$ cat src/hp_defrost_defines.svh
// Constants for the heat pump defrost sequencer: offsets, fields, timing
`ifndef HP_DEFROST_DEFINES_SVH
`define HP_DEFROST_DEFINES_SVH

// ****************************************
// Clock and timing
// ****************************************
`define CLK_HZ 200000000
`define SEC_TICK_CYCLES (`CLK_HZ)
`define FROST_TEMP_F 8'sd35
`define FROST_RUN_MIN 34
`define FROST_RUN_S (`FROST_RUN_MIN * 60)
`define SWITCH_HOLD_S 30
`define DEFROST_MAX_MIN 14
`define DEFROST_MAX_S (`DEFROST_MAX_MIN * 60)
`define OIL_RUN_MIN 6
`define OIL_RUN_S (`OIL_RUN_MIN * 60)

// ****************************************
// Termination temperatures, degrees F
// ****************************************
`define TERM_F_OFF_OFF 8'sd60
`define TERM_F_ON_OFF 8'sd50
`define TERM_F_OFF_ON 8'sd40
`define TERM_F_ON_ON 8'sd70

// ****************************************
// Compressor speeds and limiter step
// ****************************************
`define SPD_SWITCH 8'h50
`define SPD_DEFROST 8'hA0
`define SPD_OIL 8'h78
`define SPD_NOMINAL 8'h80
`define SPD_STEP 8'h04
`define SPD_MAX 8'hFF

// ****************************************
// Register offsets and fields
// ****************************************
`define REG_CTRL 12'h000
`define REG_DEMAND 12'h004
`define REG_STATUS 12'h008
`define REG_IRQ_STAT 12'h00C
`define REG_IRQ_MASK 12'h010
`define REG_FROST_TIME 12'h014
`define CTRL_COMM_BIT 0
`define CTRL_HEAT_BIT 1
`define CTRL_COOL_BIT 2
`define CTRL_RST 3'h0
`define DEMAND_RST 8'h00
`define MASK_RST 4'h0
`define EV_DEF_START 0
`define EV_TERM_TEMP 1
`define EV_TERM_TIME 2
`define EV_DIS_LIMIT 3

`endif

$ cat src/hp_defrost_pkg.sv
// Types shared by the defrost sequencer files
`default_nettype none
package hp_defrost_pkg;
  typedef enum logic [2:0] {
    ST_IDLE = 3'b000,
    ST_RUN = 3'b001,
    ST_PRE = 3'b011,
    ST_DEF = 3'b010,
    ST_POST = 3'b110,
    ST_REC = 3'b111,
    ST_OIL = 3'b101
  } seq_state_t;
  typedef enum logic [1:0] {
    REC_FAN = 2'b00,
    REC_AUX = 2'b01,
    REC_EXV = 2'b11
  } rec_step_t;
endpackage : hp_defrost_pkg
`default_nettype wire

$ cat src/discharge_speed_limiter.sv
// Compressor speed limiter driven by discharge temperature
`timescale 1ns/1ps
`default_nettype none
`include "hp_defrost_defines.svh"
module discharge_speed_limiter
  import hp_defrost_pkg::*;
(
  input wire logic pclk,
  input wire logic presetn,
  input wire logic sec_tick,
  input wire logic discharge_hot,
  input wire logic [7:0] demand,
  output logic [7:0] speed,
  output logic limiting
);
  logic [7:0] limit_reg;

  always_ff @(posedge pclk or negedge presetn) begin
    if (!presetn) begin
      limit_reg <= `SPD_MAX;
    end else if (sec_tick) begin
      if (discharge_hot) begin
        // Step down from the actual speed, not the old ceiling
        limit_reg <= (speed > `SPD_STEP) ? speed - `SPD_STEP : 8'h00;
      end else if (limit_reg < `SPD_MAX - `SPD_STEP) begin
        limit_reg <= limit_reg + `SPD_STEP;
      end else begin
        limit_reg <= `SPD_MAX;
      end
    end
  end

  always_ff @(posedge pclk or negedge presetn) begin
    if (!presetn) begin
      speed <= 8'h00;
    end else begin
      speed <= (demand < limit_reg) ? demand : limit_reg;
    end
  end

  assign limiting = (limit_reg < demand);

  // ****************************************
  // Checks
  // ****************************************
  step_down_a: assert property (
    @(posedge pclk) disable iff (!presetn)
    sec_tick && discharge_hot && speed > `SPD_STEP
    |=> limit_reg == $past(speed) - `SPD_STEP)
    else $error("limit did not step down on hot discharge");
  speed_cap_a: assert property (
    @(posedge pclk) disable iff (!presetn)
    speed <= $past(limit_reg))
    else $error("speed above discharge limit");
endmodule : discharge_speed_limiter
`default_nettype wire

$ cat src/heat_pump_defrost_sequencer.sv
// Outdoor unit controller defrost and run sequencer with APB registers
`timescale 1ns/1ps
`default_nettype none
`include "hp_defrost_defines.svh"
module heat_pump_defrost_sequencer
  import hp_defrost_pkg::*;
#(
  parameter int SEC_CYCLES = `SEC_TICK_CYCLES
) (
  input wire logic pclk,
  input wire logic presetn,
  input wire logic psel,
  input wire logic penable,
  input wire logic pwrite,
  input wire logic [11:0] paddr,
  input wire logic [31:0] pwdata,
  output logic [31:0] prdata,
  output logic pready,
  output logic pslverr,
  input wire logic heat_call_input,
  input wire logic cool_stage_one_input,
  input wire logic cool_stage_two_input,
  input wire logic term_temp_sel_bit0,
  input wire logic term_temp_sel_bit1,
  input wire logic signed [7:0] coil_temp_sensor,
  input wire logic signed [7:0] ambient_temp_sensor,
  input wire logic ambient_sensor_fault,
  input wire logic frost_detected,
  input wire logic discharge_hot,
  input wire logic exv_stepping_open,
  input wire logic exv_stepping_closed,
  input wire logic link_tx_active,
  input wire logic link_rx_active,
  output logic [7:0] comp_speed,
  output logic reversing_valve,
  output logic outdoor_fan_on,
  output logic exv_full_open,
  output logic aux_heat_req,
  output logic nominal_airflow_req,
  output logic defrost_active,
  output logic exv_open_led,
  output logic exv_close_led,
  output logic link_tx_indicator,
  output logic link_rx_indicator,
  output logic irq
);
  localparam int SWITCH_S = `SWITCH_HOLD_S;
  localparam int DEF_MAX_S = `DEFROST_MAX_S;
  localparam int OIL_S = `OIL_RUN_S;
  localparam int FROST_S = `FROST_RUN_S;

  function automatic logic signed [7:0] term_temp_f(input logic [1:0] sel);
    case (sel)
      2'b00: term_temp_f = `TERM_F_OFF_OFF;
      2'b01: term_temp_f = `TERM_F_ON_OFF;
      2'b10: term_temp_f = `TERM_F_OFF_ON;
      default: term_temp_f = `TERM_F_ON_ON;
    endcase
  endfunction : term_temp_f

  // ****************************************
  // Pin synchronisers and second tick
  // ****************************************
  logic [4:0] pin_meta_reg;
  logic [4:0] pin_sync_reg;
  logic [27:0] tick_cnt_reg;
  logic sec_tick;

  always_ff @(posedge pclk or negedge presetn) begin
    if (!presetn) begin
      pin_meta_reg <= 5'h00;
      pin_sync_reg <= 5'h00;
    end else begin
      pin_meta_reg <= {term_temp_sel_bit1, term_temp_sel_bit0,
                       cool_stage_two_input, cool_stage_one_input,
                       heat_call_input};
      pin_sync_reg <= pin_meta_reg;
    end
  end

  always_ff @(posedge pclk or negedge presetn) begin
    if (!presetn) begin
      tick_cnt_reg <= 28'h0000000;
    end else if (tick_cnt_reg == 28'(SEC_CYCLES - 1)) begin
      tick_cnt_reg <= 28'h0000000;
    end else begin
      tick_cnt_reg <= tick_cnt_reg + 28'h0000001;
    end
  end
  assign sec_tick = (tick_cnt_reg == 28'(SEC_CYCLES - 1));

  // ****************************************
  // Register file
  // ****************************************
  logic [2:0] ctrl_reg;
  logic [7:0] demand_reg;
  logic [3:0] irq_stat_reg;
  logic [3:0] irq_mask_reg;
  logic [3:0] events;
  seq_state_t state_reg;
  logic [11:0] frost_cnt_reg;
  logic limiting;
  logic wr_en;
  logic signed [7:0] term_temp;
  logic conv_mode;
  logic heat_call;
  logic cool_call;

  assign wr_en = psel && penable && pwrite;
  assign pready = 1'b1;
  assign term_temp = term_temp_f(pin_sync_reg[4:3]);
  assign conv_mode = !ctrl_reg[`CTRL_COMM_BIT];
  // thermostat pins replace the serial demand
  assign heat_call = conv_mode ? pin_sync_reg[0] : ctrl_reg[`CTRL_HEAT_BIT];
  assign cool_call = conv_mode ? (pin_sync_reg[1] || pin_sync_reg[2])
                               : ctrl_reg[`CTRL_COOL_BIT];

  always_ff @(posedge pclk or negedge presetn) begin
    if (!presetn) begin
      ctrl_reg <= `CTRL_RST;
      demand_reg <= `DEMAND_RST;
      irq_mask_reg <= `MASK_RST;
    end else if (wr_en) begin
      case (paddr)
        `REG_CTRL: ctrl_reg <= pwdata[2:0];
        `REG_DEMAND: demand_reg <= pwdata[7:0];
        `REG_IRQ_MASK: irq_mask_reg <= pwdata[3:0];
        default: ;
      endcase
    end
  end

  // New events win over a same-cycle write-one clear
  always_ff @(posedge pclk or negedge presetn) begin
    if (!presetn) begin
      irq_stat_reg <= 4'h0;
    end else if (wr_en && paddr == `REG_IRQ_STAT) begin
      irq_stat_reg <= (irq_stat_reg & ~pwdata[3:0]) | events;
    end else begin
      irq_stat_reg <= irq_stat_reg | events;
    end
  end
  assign irq = |(irq_stat_reg & irq_mask_reg);

  // Read data latched in the setup cycle so the access phase is zero-wait
  always_ff @(posedge pclk or negedge presetn) begin
    if (!presetn) begin
      prdata <= 32'h00000000;
      pslverr <= 1'b0;
    end else if (psel && !penable) begin
      pslverr <= 1'b0;
      case (paddr)
        `REG_CTRL: prdata <= {29'h0, ctrl_reg};
        `REG_DEMAND: prdata <= {24'h0, demand_reg};
        `REG_STATUS: prdata <= {16'h0, term_temp, 2'h0, limiting,
                                defrost_active, 1'b0, state_reg};
        `REG_IRQ_STAT: prdata <= {28'h0, irq_stat_reg};
        `REG_IRQ_MASK: prdata <= {28'h0, irq_mask_reg};
        `REG_FROST_TIME: prdata <= {20'h0, frost_cnt_reg};
        default: begin
          prdata <= 32'h00000000;
          pslverr <= 1'b1;
        end
      endcase
    end
  end

  // ****************************************
  // Defrost sequencer
  // ****************************************
  rec_step_t rec_step_reg;
  logic [11:0] sec_cnt_reg;
  logic heating_reg;
  logic defrost_due;
  logic coil_cold;
  logic term_hit;
  logic [7:0] comp_target;

  assign coil_cold = coil_temp_sensor < `FROST_TEMP_F;
  // frost indication waived when ambient sensor failed
  assign defrost_due = coil_cold && frost_cnt_reg >= 12'(FROST_S)
                       && (ambient_sensor_fault || frost_detected);
  assign term_hit = coil_temp_sensor >= term_temp;
  assign defrost_active = (state_reg == ST_DEF);

  // cold-coil heating run time, cleared by each defrost
  always_ff @(posedge pclk or negedge presetn) begin
    if (!presetn) begin
      frost_cnt_reg <= 12'h000;
    end else if (state_reg == ST_DEF) begin
      frost_cnt_reg <= 12'h000;
    end else if (state_reg == ST_RUN && heating_reg && coil_cold
                 && sec_tick && frost_cnt_reg != 12'hFFF) begin
      frost_cnt_reg <= frost_cnt_reg + 12'h001;
    end
  end

  // same path whatever the control source
  always_ff @(posedge pclk or negedge presetn) begin
    if (!presetn) begin
      state_reg <= ST_IDLE;
      rec_step_reg <= REC_FAN;
      sec_cnt_reg <= 12'h000;
      heating_reg <= 1'b0;
      reversing_valve <= 1'b0;
      outdoor_fan_on <= 1'b0;
      exv_full_open <= 1'b0;
      aux_heat_req <= 1'b0;
    end else begin
      if (sec_tick) begin
        sec_cnt_reg <= sec_cnt_reg + 12'h001;
      end
      case (state_reg)
        ST_IDLE: begin
          sec_cnt_reg <= 12'h000;
          if (heat_call || cool_call) begin
            state_reg <= ST_RUN;
            heating_reg <= heat_call;
            reversing_valve <= heat_call;
            outdoor_fan_on <= 1'b1;
          end
        end
        ST_RUN: begin
          sec_cnt_reg <= 12'h000;
          if (heating_reg ? !heat_call : !cool_call) begin
            state_reg <= ST_IDLE;
            reversing_valve <= 1'b0;
            outdoor_fan_on <= 1'b0;
          end else if (heating_reg && defrost_due) begin
            state_reg <= ST_PRE;
          end
        end
        ST_PRE: begin
          // valve off, valve open, fan off after hold
          if (sec_tick && sec_cnt_reg == 12'(SWITCH_S - 1)) begin
            state_reg <= ST_DEF;
            sec_cnt_reg <= 12'h000;
            reversing_valve <= 1'b0;
            exv_full_open <= 1'b1;
            outdoor_fan_on <= 1'b0;
            aux_heat_req <= 1'b1;
          end
        end
        ST_DEF: begin
          if (term_hit || (sec_tick && sec_cnt_reg == 12'(DEF_MAX_S - 1)))
          begin
            state_reg <= ST_POST;
            sec_cnt_reg <= 12'h000;
          end
        end
        ST_POST: begin
          // valve back to heating after hold
          if (sec_tick && sec_cnt_reg == 12'(SWITCH_S - 1)) begin
            state_reg <= ST_REC;
            rec_step_reg <= REC_FAN;
            reversing_valve <= 1'b1;
          end
        end
        ST_REC: begin
          sec_cnt_reg <= 12'h000;
          // one step per clock, fixed order
          case (rec_step_reg)
            REC_FAN: begin
              outdoor_fan_on <= 1'b1;
              rec_step_reg <= REC_AUX;
            end
            REC_AUX: begin
              aux_heat_req <= 1'b0;
              rec_step_reg <= REC_EXV;
            end
            default: begin
              exv_full_open <= 1'b0;
              state_reg <= ST_OIL;
            end
          endcase
        end
        ST_OIL: begin
          // oil return run then normal heating
          if (sec_tick && sec_cnt_reg == 12'(OIL_S - 1)) begin
            state_reg <= ST_RUN;
            sec_cnt_reg <= 12'h000;
          end
        end
        default: state_reg <= ST_IDLE;
      endcase
    end
  end

  assign events[`EV_DEF_START] = (state_reg == ST_PRE) && sec_tick
                                 && sec_cnt_reg == 12'(SWITCH_S - 1);
  assign events[`EV_TERM_TEMP] = defrost_active && term_hit;
  assign events[`EV_TERM_TIME] = defrost_active && !term_hit && sec_tick
                                 && sec_cnt_reg == 12'(DEF_MAX_S - 1);
  assign events[`EV_DIS_LIMIT] = limiting && discharge_hot && sec_tick;

  always_comb begin
    case (state_reg)
      ST_RUN: comp_target = conv_mode ? `SPD_NOMINAL : demand_reg;
      ST_PRE, ST_POST, ST_REC: comp_target = `SPD_SWITCH;
      ST_DEF: comp_target = `SPD_DEFROST;
      ST_OIL: comp_target = `SPD_OIL;
      default: comp_target = 8'h00;
    endcase
  end

  discharge_speed_limiter u_limiter (
    .pclk(pclk),
    .presetn(presetn),
    .sec_tick(sec_tick),
    .discharge_hot(discharge_hot),
    .demand(comp_target),
    .speed(comp_speed),
    .limiting(limiting)
  );

  always_ff @(posedge pclk or negedge presetn) begin
    if (!presetn) begin
      nominal_airflow_req <= 1'b0;
      exv_open_led <= 1'b0;
      exv_close_led <= 1'b0;
      link_tx_indicator <= 1'b0;
      link_rx_indicator <= 1'b0;
    end else begin
      nominal_airflow_req <= conv_mode && state_reg == ST_RUN;
      exv_open_led <= exv_stepping_open;
      exv_close_led <= exv_stepping_closed;
      link_tx_indicator <= link_tx_active;
      link_rx_indicator <= link_rx_active;
    end
  end

  // ****************************************
  // Checks
  // ****************************************
  pre_hold_a: assert property (
    @(posedge pclk) disable iff (!presetn)
    $rose(defrost_active) |-> $past(state_reg) == ST_PRE
    && !reversing_valve && exv_full_open && !outdoor_fan_on)
    else $error("defrost entered without full hold or outputs");
  aux_heat_a: assert property (
    @(posedge pclk) disable iff (!presetn)
    defrost_active |-> aux_heat_req)
    else $error("no supplemental heat in defrost");
  def_speed_a: assert property (
    @(posedge pclk) disable iff (!presetn)
    defrost_active && $past(defrost_active) && !$past(limiting)
    |-> comp_speed == `SPD_DEFROST)
    else $error("defrost speed wrong");
  term_exit_a: assert property (
    @(posedge pclk) disable iff (!presetn)
    defrost_active && term_hit |=> state_reg == ST_POST)
    else $error("defrost did not end at temperature");
  def_limit_a: assert property (
    @(posedge pclk) disable iff (!presetn)
    defrost_active |-> sec_cnt_reg < 12'(DEF_MAX_S))
    else $error("defrost ran past time limit");
  decode_sel_a: assert property (
    @(posedge pclk) disable iff (!presetn)
    pin_sync_reg[4:3] == 2'b10 |-> term_temp == 8'sd40)
    else $error("termination decode wrong");
  rev_return_a: assert property (
    @(posedge pclk) disable iff (!presetn)
    state_reg == ST_POST ##1 state_reg == ST_REC
    |-> $past(sec_cnt_reg, 1) == 12'(SWITCH_S - 1) && reversing_valve)
    else $error("valve returned early");
  rec_order_a: assert property (
    @(posedge pclk) disable iff (!presetn)
    $rose(reversing_valve) && state_reg == ST_REC
    |-> !outdoor_fan_on ##1 outdoor_fan_on && aux_heat_req
    ##1 !aux_heat_req && exv_full_open ##1 !exv_full_open)
    else $error("recovery order wrong");
  oil_speed_a: assert property (
    @(posedge pclk) disable iff (!presetn)
    state_reg == ST_OIL && $past(state_reg) == ST_OIL && !$past(limiting)
    |-> comp_speed == `SPD_OIL)
    else $error("oil speed wrong");
  fallback_a: assert property (
    @(posedge pclk) disable iff (!presetn)
    state_reg == ST_RUN && heating_reg && heat_call && ambient_sensor_fault
    && coil_cold && frost_cnt_reg >= 12'(FROST_S) |=> state_reg == ST_PRE)
    else $error("fallback defrost missed");
  standby_a: assert property (
    @(posedge pclk) disable iff (!presetn)
    state_reg == ST_RUN && !heat_call && !cool_call
    |=> state_reg == ST_IDLE ##1 comp_speed == 8'h00)
    else $error("no shutdown after call ended");
  lamps_a: assert property (
    @(posedge pclk) disable iff (!presetn)
    exv_stepping_open |=> exv_open_led)
    else $error("green lamp not lit");

  by_temp_c: cover property (@(posedge pclk) disable iff (!presetn)
    events[`EV_TERM_TEMP]);
  by_time_c: cover property (@(posedge pclk) disable iff (!presetn)
    events[`EV_TERM_TIME]);
  conv_run_c: cover property (@(posedge pclk) disable iff (!presetn)
    nominal_airflow_req && heating_reg);
  oil_done_c: cover property (@(posedge pclk) disable iff (!presetn)
    state_reg == ST_OIL ##1 state_reg == ST_RUN);
endmodule : heat_pump_defrost_sequencer
`default_nettype wire

$ cat config.mk
export PLATFORM = sky130hd
export DESIGN_NAME = heat_pump_defrost_sequencer
export DESIGN_NICKNAME = d
export VERILOG_FILES = /design/src/hp_defrost_pkg.sv /design/src/discharge_speed_limiter.sv /design/src/heat_pump_defrost_sequencer.sv
export VERILOG_INCLUDE_DIRS = /design/src
export SDC_FILE = /design/constraint.sdc
export NUM_CORES = 1
export LEC_CHECK = 0
export BUFFER_PORTS_ARGS = -buffer_cell sky130_fd_sc_hd__buf_4
export CORE_MARGIN = 2
export CORE_UTILIZATION = 48
export CTS_CLUSTER_DIAMETER = 60
export DETAILED_ROUTE_END_ITERATION = 8
export GPL_TIMING_DRIVEN = 0
export PLACE_DENSITY = 0.82
export SLEW_MARGIN = 20
export SYNTH_ARGS = -nofsm -noshare
export SYNTH_HDL_FRONTEND = slang
export SYNTH_SLANG_ARGS = --single-unit
$ cat constraint.sdc
create_clock -name pclk -period 2.63 [get_ports pclk]
set_clock_uncertainty 0.1 [all_clocks]
set_input_delay 0.1315 -clock pclk [delete_from_list [all_inputs] [get_ports pclk]]
set_output_delay 0.1315 -clock pclk [all_outputs]
set_load 0.005 [all_outputs]
==> impl_metrics.env <==
export IMPL_status="complete, no violations"
export IMPL_synth_yosys_seq_area_share_pct=46.6
export IMPL_dieArea_um2=15400
export IMPL_timing_fmax_mhz=389
export IMPL_grt_max_degree=82
export IMPL_ys_async_sr_fraction_pct=100
export IMPL_drt_iter0_markers=585
export IMPL_rows=43
export IMPL_globalRouteTotalUtil_pct=23.2
export IMPL_grt_pass1_vias=5702
export IMPL_cp_buffers_inverters=2
export IMPL_slew_viol_final=0
export IMPL_total_leakage_power_nw=4.03
export IMPL_synth_top_area_share_pct=43.5
export IMPL_arrival_ns=2.82
export IMPL_clk_latency_ns=0.42
export IMPL_clockBufferDepth=2
export IMPL_setup_violations_final=0
export IMPL_yosysWarnings=0
export IMPL_crit_path_end_kind="flop"
export IMPL_synth_edf_count=0
export IMPL_cts_root_buffer="clkbuf_16"
export IMPL_final_common_cell="dfrtp_1"
export IMPL_grt_ovfl_total=0
export IMPL_n_antenna_cell=0
export IMPL_htree_levels=4
export IMPL_start_kind="flop"
export IMPL_power_mw=6.56
export IMPL_routabilityCongestion=0.914
export IMPL_syn_inst=701
export IMPL_wl_mm=17.2
export IMPL_synthFlopType="dfrtp_1"
export IMPL_cpMaxStageDelayCell="or4_4"
export IMPL_path_cells="or3b_4, or4_4, nor3_4, buf_6, a21o_1, a22o_1, buf_4, o211ai_2, o2bb2a_4"
export IMPL_fp_dieW_um=124
export IMPL_yosysUniqueCellTypes=67
export IMPL_final_cell_mix="116 x dfrtp_1, 113 x buf_4, 70 x nor2_1, 53 x nand2_1, 35 x o21ai_0"
export IMPL_rsz0062_at_grt="true"
export IMPL_synthTopCellsByArea="dfrtp_1 44%, ha_1 4.9%, nor2_1 3.9%"
export IMPL_synth_area_um2=6900
export IMPL_first_pass_iters=6
export IMPL_core_um2=14000
export IMPL_min_path_type="input pin to flop"
export IMPL_multi_input_area_um2=3530
export IMPL_crit_cells=9
export IMPL_antenna_found_initial=0
export IMPL_drcViolationCount=0
export IMPL_grt_first_pass_wirelength_mm=27.5
export IMPL_wire_per_inst_um=16.5
export IMPL_ant_nets=0
export IMPL_cp_slowest_stage_delay_ns=0.52
export IMPL_fp_dieH_um=124
export IMPL_largest_reg_flops=28
export IMPL_max_vdd_ir_drop_uv=600
export IMPL_crit_fanout=3
export IMPL_drive_gt1_share_pct=26.9
export IMPL_portBuffers=78
export IMPL_fin_nets=955
export IMPL_crit_family="simple AND/OR/NAND/NOR gates"
export IMPL_worst_pin_slew_ns=0.882
export IMPL_hold_viol_final=0
export IMPL_drv_cap=0
export IMPL_fin_crit_sh_pct=97.7
export IMPL_clock_sinks=128
export IMPL_r2r_slack_ns=0.06
export IMPL_initial_core_util_pct=49.3
export IMPL_cp_data_required_time_ns=2.88
export IMPL_rr_worst_depth=9
export IMPL_synth_top_area_cell="dfrtp_1"
export IMPL_cts_buffers=17
export IMPL_crit_type="flop to flop"
export IMPL_stdcell_count=1043
export IMPL_avgSynthCellArea_um2=9.85
export IMPL_regArea_um2=3220
export IMPL_path_clk_slew_ns=0.06
export IMPL_ios=130
export IMPL_area_delta_synth_final_pct=28.4
export IMPL_cts_tree="built"
export IMPL_period_needed_ns=2.57
export IMPL_fill_cells=1102
export IMPL_hold_path_depth=5
export IMPL_via_per_inst=5.69
export IMPL_ys_seq_elements=128
export IMPL_dp_hpwl_mm=11.6
export IMPL_slew_headroom_pct=40.6
export IMPL_via_count=5930
export IMPL_dp_cells=976
export IMPL_power_density_nw_per_um2=740
==> worst paths after layout <==
| check | end | from |
|---|---|---|
| hold / removal | u_limiter.limit_reg[3] | discharge_hot |
| max in group asynchronous | ctrl_reg[0] | presetn |
| hold reg to reg | pin_sync_reg[3] | pin_meta_reg[3] |
| min in group asynchronous | tick_cnt_reg[17] | presetn |
| setup reg to reg | state_reg[0] | tick_cnt_reg[11] |
| setup / recovery | state_reg[0] | tick_cnt_reg[11] |
==> cell families after synthesis <==
group / after synthesis / share of synthesized area (%)
compound gates: 142 / 13.8
simple gates: 263 / 19.3
other cells: 2 / 0.109
xor+xnor: 44 / 5.58
fa+ha+maj: 27 / 4.89
mux: 27 / 4.68
flops: 128 / 46.6
buf+inv: 68 / 5.08
==> Yosys cell counts (3+ instances only) <==
library cell / count
nor3_1: 13
a22o_1: 7
a222oi_1: 3
mux2_2: 22
dfstp_2: 8
a211oi_1: 3
mux2i_1: 3
dfrtp_1: 120
o21ai_0: 40
a21o_1: 8
a22oi_1: 7
inv_1: 24
nand3_1: 34
and4_1: 6
a21oi_1: 36
nor2_1: 72
nand2b_1: 7
and3_1: 13
nor2b_1: 4
nor2_2: 10
nand2_1: 53
clkbuf_1: 18
o211ai_1: 6
o31ai_1: 3
ha_1: 27
nand4_1: 19
nor4_1: 9
xor2_1: 28
a31oi_1: 9
xnor2_1: 16
or3_1: 6
buf_4: 18
buf_2: 3
and2_1: 4
==> final cells by class <==
cell class	instances	area share, %
Buffer	40	3.02
Clock buffer	19	4.88
Clock inverter	12	1.30
Inverter	25	1.13
Multi-Input combinational cell	521	39.8
Sequential cell	128	36.3
Tap cell	180	2.54
Timing Repair Buffer	118	11.0
==> per-stage QoR <==
step                hold WS [ns]  TNS, ns  utilization (%)  instance area (um2)  setup WS (ns)
finish                    0.0296        0             63.4                 8860         0.0614
detailed placement       -0.0114    -6.16             55.9                 7820         -0.507
global route              0.0500   -0.283             63.4                 8860        -0.0462
CTS                       0.0211        0             62.2                 8700        0.00863
global placement           0.140    -4.93             55.7                 7780         -0.465
floorplan                 -0.264        0                -                 6970         0.0104
==> per-layer routing <==
metal | track usage, % | part of all wire, % | up-vias
li1 | - | - | 2771
met1 | 31.6 | 44 | 2901
met2 | 36.8 | 48 | 227
met3 | 4.81 | 6.1 | 31
met4 | 8.36 | 2.1 | 0
met5 | 0 | 0 | -
==> where the power goes <==
part	leakage, nW	total, mW	switching [mW]	internal (mW)
Sequential	1.65	2.24	0.142	2.10
Clock	0.259	2.17	0.875	1.30
Combinational	2.11	2.14	1.12	1.02
Total	4.03	6.56	2.14	4.42
==> tightest hold or removal path, stage by stage <==
cell	delay [ns]
buf_4	0.09
nor2_1	0.08
nand2_1	0.08
nand3_1	0.06
o21ai_0	0.07
==> repair_timing <==
item | in CTS | in global routing
gates resized for setup | 18 | 30
endpoints found under the hold margin | 82 | 0
pin swaps | 9 | 8
cloned | 0 | 1
buffers inserted | 13 | 6
hold buffers | 19 | 0
endpoints found under the setup margin | 40 | 56
Power figures use the tool's default switching activity.
